## src/pkg/swwe_defs.vh

```
// constants for the standalone watchdog with enable
`ifndef SWWE_DEFS_VH
`define SWWE_DEFS_VH

// clock period and the status fall limit, both in ns
`define SWWE_CLK_PERIOD_NS   50
`define SWWE_STATUS_FALL_NS  200
// longest time, so round down; never below one cycle
`define SWWE_STATUS_FALL_CYC ((`SWWE_STATUS_FALL_NS / `SWWE_CLK_PERIOD_NS) \
                              > 0 ? (`SWWE_STATUS_FALL_NS /                \
                              `SWWE_CLK_PERIOD_NS) : 1)

// default lengths in clock cycles and the counter width (plain defaults, parameters override)
`define SWWE_TMO_PROG_CYC    32'd200000
`define SWWE_TMO_TIED_CYC    32'd400000
`define SWWE_TMO_OPEN_CYC    32'd40000
`define SWWE_TRST_CYC        32'd4000
`define SWWE_CNT_W           32

// encoding of the timing capacitor pin condition
`define SWWE_CAP_OPEN        2'h0
`define SWWE_CAP_TIED        2'h1
`define SWWE_CAP_PROG        2'h2
`define SWWE_CAP_RSVD        2'h3

// one-hot state codes
`define SWWE_ST_OFF          4'h1
`define SWWE_ST_ARM          4'h2
`define SWWE_ST_RUN          4'h4
`define SWWE_ST_RST          4'h8

// reset values of the flops
`define SWWE_RST_STATE       4'h2
`define SWWE_RST_STATUS_OE   1'b1
`define SWWE_RST_RESET_OE    1'b0
`define SWWE_RST_KICK_PREV   1'b1

`endif

```

## src/rtl/swwe_counter.v

```verilog
// cycle counter with clear, run and an expiry flag at a limit
`timescale 1ns/1ns
module swwe_counter
#(
   parameter CNT_W = 32
)
(
   input  wire             clk,      // system clock
   input  wire             sys_rst,  // synchronous reset, high
   input  wire             clear,    // restart from zero
   input  wire             run,      // count this cycle
   input  wire [CNT_W-1:0] limit,    // cycles until expiry
   output wire             expired,  // last counted cycle reached
   output wire [CNT_W-1:0] count     // current count
);

   reg  [CNT_W-1:0] count_r;
   wire [CNT_W:0]   count_inc;

   // one extra bit so a limit at full scale cannot wrap the compare
   assign count_inc = {1'b0, count_r} + {{CNT_W{1'b0}}, 1'b1};
   // a limit of zero behaves as one cycle
   assign expired   = run & (count_inc >= {1'b0, limit});
   assign count     = count_r;

   // hold at expiry; the owner leaves the state and clears us
   always @(posedge clk)
   begin
      if (sys_rst || clear)
         count_r <= {CNT_W{1'b0}};
      else if (run && !expired)
         count_r <= count_inc[CNT_W-1:0];
   end

endmodule // swwe_counter

```

## src/rtl/swwe_top.v

```verilog
// watchdog core: kick timing, reset pulse and enable status logic
//
// Contract
// [RL1] activate low pulls status low quickly
// [RL2] activate low ignores kicks, reset released
// [RL3] status releases reset delay after activate
// [RL4] undriven activate input reads as high
// [RL5] select pin low disables watchdog timeouts
// [RL6] falling kick edge restarts count; expiry times out
// [RL7] kicks ignored during reset or disable
// [RL8] timeout drives reset low for delay
// [RL9] select and capacitor pins choose timeout
// [RL10] host keeps kick at defined level
// [RL11] lengths in cycles; count restarts after reset
// [RL12] outputs open-drain: low drive or released
`timescale 1ns/1ns
`include "swwe_defs.vh"
module swwe_top
#(
   parameter CNT_W         = `SWWE_CNT_W,        // counter width
   parameter TMO_PROG_CYC  = `SWWE_TMO_PROG_CYC, // capacitor timeout
   parameter TMO_TIED_CYC  = `SWWE_TMO_TIED_CYC, // supply-tied timeout
   parameter TMO_OPEN_CYC  = `SWWE_TMO_OPEN_CYC, // open pin timeout
   parameter TRST_CYC      = `SWWE_TRST_CYC      // reset delay
)
(
   input  wire       clk,                  // 20 MHz system clock
   input  wire       sys_rst,              // synchronous reset, high
   input  wire       activate_in,          // enable level when driven
   input  wire       activate_in_driven,   // high while enable is driven
   input  wire       kick_in,              // kick from the host
   input  wire       timeout_select_pin,   // low disables watchdog
   input  wire [1:0] timing_cap_pin,       // open, tied, or capacitor
   output reg        timeout_reset_n_o,    // pin drive value, always 0
   output reg        timeout_reset_n_oe,   // high while pulling low
   output reg        activate_status_out_o,  // pin drive value, 0
   output reg        activate_status_out_oe  // high while pulling low
);

   localparam ST_OFF = `SWWE_ST_OFF; // activate low
   localparam ST_ARM = `SWWE_ST_ARM; // waiting delay before status
   localparam ST_RUN = `SWWE_ST_RUN; // watching kicks
   localparam ST_RST = `SWWE_ST_RST; // driving the reset pulse

   localparam [CNT_W-1:0] TMO_PROG = TMO_PROG_CYC[CNT_W-1:0];
   localparam [CNT_W-1:0] TMO_TIED = TMO_TIED_CYC[CNT_W-1:0];
   localparam [CNT_W-1:0] TMO_OPEN = TMO_OPEN_CYC[CNT_W-1:0];
   localparam [CNT_W-1:0] TRST     = TRST_CYC[CNT_W-1:0];

   reg  [3:0]       state_r;
   reg  [3:0]       state_nxt;
   reg              kick_prev_r;
   reg  [CNT_W-1:0] tmo_limit;

   wire             act_eff;
   wire             wd_disabled;
   wire             kick_fall;
   wire             kick_ok;
   wire             state_chg;
   wire             tmo_run;
   wire             tmo_clear;
   wire             tmo_expired;
   wire             dly_run;
   wire             dly_expired;

   // a floating enable is pulled up inside, so it counts as high
   assign act_eff = activate_in_driven ? activate_in : 1'b1; // [RL4]

   // select pin at ground turns the timer off entirely
   assign wd_disabled = ~timeout_select_pin; // [RL5]

   // the kick line must sit at a real level; a floating line would
   // give random edges, which are harmless only while disabled or outside the run state
   assign kick_fall = kick_prev_r & ~kick_in; // [RL10]

   // edges count only while running and enabled, never in the pulse
   assign kick_ok = kick_fall & (state_r == ST_RUN) & ~wd_disabled; // [RL7]

   // choose the timeout from the timing capacitor pin condition
   always @*
   begin
      case (timing_cap_pin) // [RL9]
         `SWWE_CAP_PROG: tmo_limit = TMO_PROG;
         `SWWE_CAP_TIED: tmo_limit = TMO_TIED;
         `SWWE_CAP_OPEN: tmo_limit = TMO_OPEN;
         default:        tmo_limit = TMO_OPEN;
      endcase
   end

   // each counter starts from zero on entry to a new state
   assign state_chg = (state_nxt != state_r);

   // timeout counter: runs only while watching, restarts on a kick
   assign tmo_run   = (state_r == ST_RUN) & ~wd_disabled;
   // leaving the pulse re-enters run with a fresh count of zero
   assign tmo_clear = kick_ok | ~tmo_run | state_chg; // [RL6] [RL11]

   swwe_counter
   #(
      .CNT_W (CNT_W)
   )
   u_tmo_cnt
   (
      .clk     (clk),
      .sys_rst (sys_rst),
      .clear   (tmo_clear),
      .run     (tmo_run),
      .limit   (tmo_limit),
      .expired (tmo_expired),
      .count   ()
   );

   // one delay counter serves both the arm wait and the reset pulse;
   // they never overlap, so sharing it saves a wide register
   assign dly_run = (state_r == ST_ARM) | (state_r == ST_RST);

   swwe_counter
   #(
      .CNT_W (CNT_W)
   )
   u_dly_cnt
   (
      .clk     (clk),
      .sys_rst (sys_rst),
      .clear   (state_chg),
      .run     (dly_run),
      .limit   (TRST),
      .expired (dly_expired),
      .count   ()
   );

   // next state; a low enable overrides everything else
   always @*
   begin
      state_nxt = state_r;
      case (state_r)
         ST_OFF:
         begin
            // kicks and timeouts have no effect while off
            if (act_eff)
               state_nxt = ST_ARM; // [RL2]
         end
         ST_ARM:
         begin
            if (!act_eff)
               state_nxt = ST_OFF; // [RL1]
            else if (dly_expired)
               state_nxt = ST_RUN; // [RL3]
         end
         ST_RUN:
         begin
            if (!act_eff)
               state_nxt = ST_OFF; // [RL1]
            else if (tmo_expired && !kick_ok)
               state_nxt = ST_RST; // [RL6]
         end
         ST_RST:
         begin
            // the pulse is cut short only by the enable going low
            if (!act_eff)
               state_nxt = ST_OFF; // [RL2]
            else if (dly_expired)
               state_nxt = ST_RUN; // [RL8]
         end
         default:
            state_nxt = ST_ARM;
      endcase
   end

   // state and kick history
   always @(posedge clk)
   begin
      if (sys_rst)
      begin
         state_r     <= `SWWE_RST_STATE;
         kick_prev_r <= `SWWE_RST_KICK_PREV;
      end
      else
      begin
         state_r     <= state_nxt;
         kick_prev_r <= kick_in;
      end
   end

   // outputs registered from the next state, so the status pulls low
   // one cycle after enable falls, well inside the fall limit
   always @(posedge clk)
   begin
      if (sys_rst)
      begin
         timeout_reset_n_oe     <= `SWWE_RST_RESET_OE;
         activate_status_out_oe <= `SWWE_RST_STATUS_OE;
      end
      else
      begin
         // status held low while off and during the arm wait
         activate_status_out_oe <= (state_nxt == ST_OFF) |
                                   (state_nxt == ST_ARM); // [RL1] [RL3]
         // reset pulled low for the delay length unless enable falls first
         timeout_reset_n_oe     <= (state_nxt == ST_RST); // [RL8] [RL2]
      end
   end

   // open drain: the drive value is always low, only the enable moves
   always @(posedge clk)
   begin
      if (sys_rst)
      begin
         timeout_reset_n_o     <= 1'b0;
         activate_status_out_o <= 1'b0;
      end
      else
      begin
         timeout_reset_n_o     <= 1'b0; // [RL12]
         activate_status_out_o <= 1'b0; // [RL12]
      end
   end

endmodule // swwe_top

```

## config.mk

```make
export PLATFORM = sky130hd
export DESIGN_NAME = swwe_top
export DESIGN_NICKNAME = d
export VERILOG_FILES = /design/src/rtl/swwe_counter.v /design/src/rtl/swwe_top.v
export VERILOG_INCLUDE_DIRS = /design/src /design/src/pkg
export SDC_FILE = /design/constraint.sdc
export NUM_CORES = 1
export LEC_CHECK = 0
export BUFFER_PORTS_ARGS = -buffer_cell sky130_fd_sc_hd__buf_2
export CAP_MARGIN = 30
export CORE_ASPECT_RATIO = 2
export CORE_MARGIN = 3
export CORE_UTILIZATION = 63
export CTS_CLUSTER_DIAMETER = 200
export DETAILED_ROUTE_END_ITERATION = 8
export PLACE_DENSITY = 0.88
export RECOVER_POWER = 100
export SYNTH_ARGS = -nofsm -noshare
export SYNTH_HDL_FRONTEND = slang
export SYNTH_SLANG_ARGS = --single-unit
```

## constraint.sdc

```tcl
create_clock -name clk -period 4.7 [get_ports clk]
set_clock_uncertainty 0.05 [all_clocks]
set_input_delay 0.705 -clock clk [delete_from_list [all_inputs] [get_ports clk]]
set_output_delay 0.705 -clock clk [all_outputs]
set_load 0.02 [all_outputs]
```

==> qor.csv <==
metric,value,unit
crit_buf_inv,1,
die_h,127,um
p_int,1.16,mW
setup_viol,0,
grt_pass1_wl,18900,um
cts_root_buf,clkbuf_16,
htree_num_levels,3,
die-area,0.00844,mm^2
num_vias,4281,
ant_nets,0,
avgRoutedWirePerCell,18.2,um
start_kind,flip-flop,
via_per_inst,6.72,
ys_warn_count,0,
numCtsBuffers,9,
hold_viol_final,0,
netlist_instances,530,
wl,11600,um
grt_overflow_total,0,
r2r.worst_path.cells,12,
start_util,65.9,%
postCtsHoldBufs,0,
first_pass_iters,5,
startpoint,u_tmo_cnt.count[4],
ios,12,
finalSetupTns,0,ns
final.min_clock_period,4.42,ns
crit_fanout,25,
drv_cap,0,
die_w,66.5,um
num_antenna_cells,0,
grt_pass1_vias,4351,
cts_setup_buffers,0,
ys.flop_type,dfxtp_1,
fin_util,70.1,%
hp-class,reg2reg,
path_clk_slew,0.06,ns
critPathTopFamily,simple AND/OR/NAND/NOR gates,
placeableCoreArea,0.00699,mm^2
max_slew_margin,47.5,%
final_layout_size_suffix_gt1_share,9.87,%
status,completed,
r2r_start,u_tmo_cnt.count[4],
p_leak,1.68,nW
synthArstFlopShare,0,%
slowest_stage,or4_1,
yosysSeqAreaShare,30.9,%
drt_iter0_markers,241,
tightest_slew,0.781,ns
p_sw,0.349,mW
grt_max_degree,45,
dp_hpwl,8270,um
rsz0062_at_grt,no,
combinationalPowerShare,6.5,%
switching_share,23.1,%
cts_buffer_depth,2,
min_from,u_dly_cnt.count[17],
cts_tree,built,
crit_chain,"nand4_2, or4_1, xnor2_1, ha_1, a21o_1, a21o_1, a221oi_1, nand4_1, or4b_1, buf_4, or3b_2, a221oi_1",
min_period_over_period,94.1,%
critPathArrivalTime,4.62,ns
ctsResizeCount,0,
cp.depth,12,
area_growth,6.44,%
synth.distinct_cells,68,
portBuffers,9,
max_stage_delay,0.70,ns
power_frac_clock,52.5,%
peakVddDrop,0.000295,V
synth_edf_count,0,
whs_path_depth,2,
hold_end,u_dly_cnt.count[17],
crit_required,4.90,ns
avgSynthCellArea,8.69,um^2
pwr-share-seq,41.0,%
globalplace.congestion,1.02,
report.final.slew_viol_count,0,
insertion_delay,0.34,ns
powerDensity,308,mW/mm^2
synth_seq_cells,71,
cp-end-kind,flip-flop,
syn_area,0.00461,mm^2
r2r_slack,0.28,ns
fmax,0.226,GHz
cts.sinks,71,
criticalPathCategory,reg2reg,
grt_usage,28.7,%
rows,43,
drc,0,
finalNetCount,565,
antenna_found_initial,0,
rr_endpoint,u_tmo_cnt.count[15],
[through the flow]
stage                     power, mW  cells  worst slack [ns]  instance area [um^2]  hold slack (ns)
after global routing           1.56    637            0.0579                  4900            0.444
after CTS                      1.54    636             0.340                  5090            0.424
after floorplan               0.719    544             0.636                  4660            0.388
final                          1.51    637             0.277                  4900            0.421
after global placement        0.739    619             0.480                  4740            0.399
after detailed placement      0.744    620             0.359                  4740            0.414
[cells in the final DEF, fill, tap and decap left out, types with 3 or more instances in the layout]
cell	synthesis	final
dfxtp_1	71	71
nand2_1	42	42
xnor2_1	30	30
o21ai_0	27	27
nand3_1	26	26
a21oi_1	18	26
nand4_1	24	24
nor2_1	22	22
inv_1	19	19
or3_1	19	19
nor3_1	18	18
a221oi_1	2	17
a211oi_1	5	16
ha_1	15	15
conb_1	1	15
nor4_1	12	13
xor2_1	12	12
or2_2	9	9
clkbuf_16	0	9
or4_1	7	7
a211o_1	6	6
buf_2	12	6
clkbuf_1	11	6
buf_4	4	6
o31ai_1	5	5
and3_1	5	5
a21o_1	4	4
or4b_1	4	4
nand2b_1	4	4
a31oi_1	4	4
a311o_1	3	3
and2_1	3	3
a22oi_1	3	3
bufinv_16	0	3
[sequential cells by signal (all words and copies together) (netlist names)]
name,flops
activate_status_out_oe,1
kick_prev_r,1
state_r,4
timeout_reset_n_oe,1
u_dly_cnt.count,32
u_tmo_cnt.count,32
[layout make-up]
type                            instances  area, um^2
Clock buffer                            9         225
Clock inverter                          7         120
Fill cell                             564        2090
Inverter                               19        71.3
Multi-Input combinational cell        420        2800
Sequential cell                        71        1420
Tap cell                               90         113
Timing Repair Buffer                   21         153
[cells by family after synthesis]
group           count (synthesis)  share of synthesized area [%]
simple gates                  212                           26.4
mux                             1                          0.217
flops                          71                           30.9
compound gates                135                           24.7
fa+ha+maj                      15                           4.07
buf+inv                        53                           5.65
xor+xnor                       42                           7.98
other cells                     1                         0.0814
[worst register-to-register path: cells and delay by family (launching register included)]
kind | cells | cell delay, ns
DFF | 1 | 0.47
buffers and inverters | 1 | 0.22
and+or+nand+nor | 5 | 2.23
AOI/OAI and AO/OA | 4 | 0.84
xor gates and xnor gates | 1 | 0.23
adders and majority gates | 1 | 0.28
[power groups by stage]
stage	combinational, mW	sequential, mW	clock [mW]
2_1_floorplan	0.0874	0.631	0
3_3_place_gp	0.106	0.633	0
3_5_place_dp	0.110	0.634	0
4_1_cts	0.111	0.620	0.804
5_1_grt	0.107	0.621	0.832
6_report	0.0982	0.621	0.793
[cell usage after synthesis (4+ instances only)]
library cell / number / area share, %
buf_4: 4 / 0.65
a211oi_2: 12 / 3.3
nor3_1: 18 / 2.0
or4b_1: 4 / 0.87
o31ai_1: 5 / 0.81
dfxtp_1: 71 / 31
buf_2: 12 / 1.3
o21ai_0: 27 / 2.9
nand2_1: 42 / 3.4
a21o_1: 4 / 0.65
a211oi_1: 5 / 0.81
clkbuf_1: 11 / 0.90
xnor2_1: 30 / 5.7
nor4_1: 12 / 1.6
ha_1: 15 / 4.1
a31oi_1: 4 / 0.54
xor2_1: 12 / 2.3
buf_6: 4 / 0.98
a21oi_1: 18 / 2.0
inv_1: 19 / 1.5
a221oi_2: 17 / 5.5
or3_1: 19 / 2.6
nand4_1: 24 / 3.3
nand3_1: 26 / 2.8
or2_2: 9 / 1.2
nor2_1: 22 / 1.8
a21oi_2: 10 / 1.9
and3_1: 5 / 0.68
a211o_1: 6 / 1.1
nand2b_1: 4 / 0.54
or4_1: 7 / 1.1
[layer usage]
metal / vias up / track usage, % / wire length, um
met5: - / 0 / 0
met4: 0 / 22.9 / 734
met3: 60 / 5.93 / 434
met2: 155 / 52.6 / 6430
met1: 2053 / 25.5 / 4020
li1: 2013 / - / -
[how the worst max path moves through the flow]
stage / end / slack [ns]
after floorplan: u_tmo_cnt.count[14] / 0.64
after global placement: u_tmo_cnt.count[14] / 0.48
after detailed placement: u_tmo_cnt.count[15] / 0.36
after CTS: u_tmo_cnt.count[14] / 0.34
after global routing: u_tmo_cnt.count[14] / 0.06
final: u_tmo_cnt.count[15] / 0.28
Power figures use the tool's default switching activity.
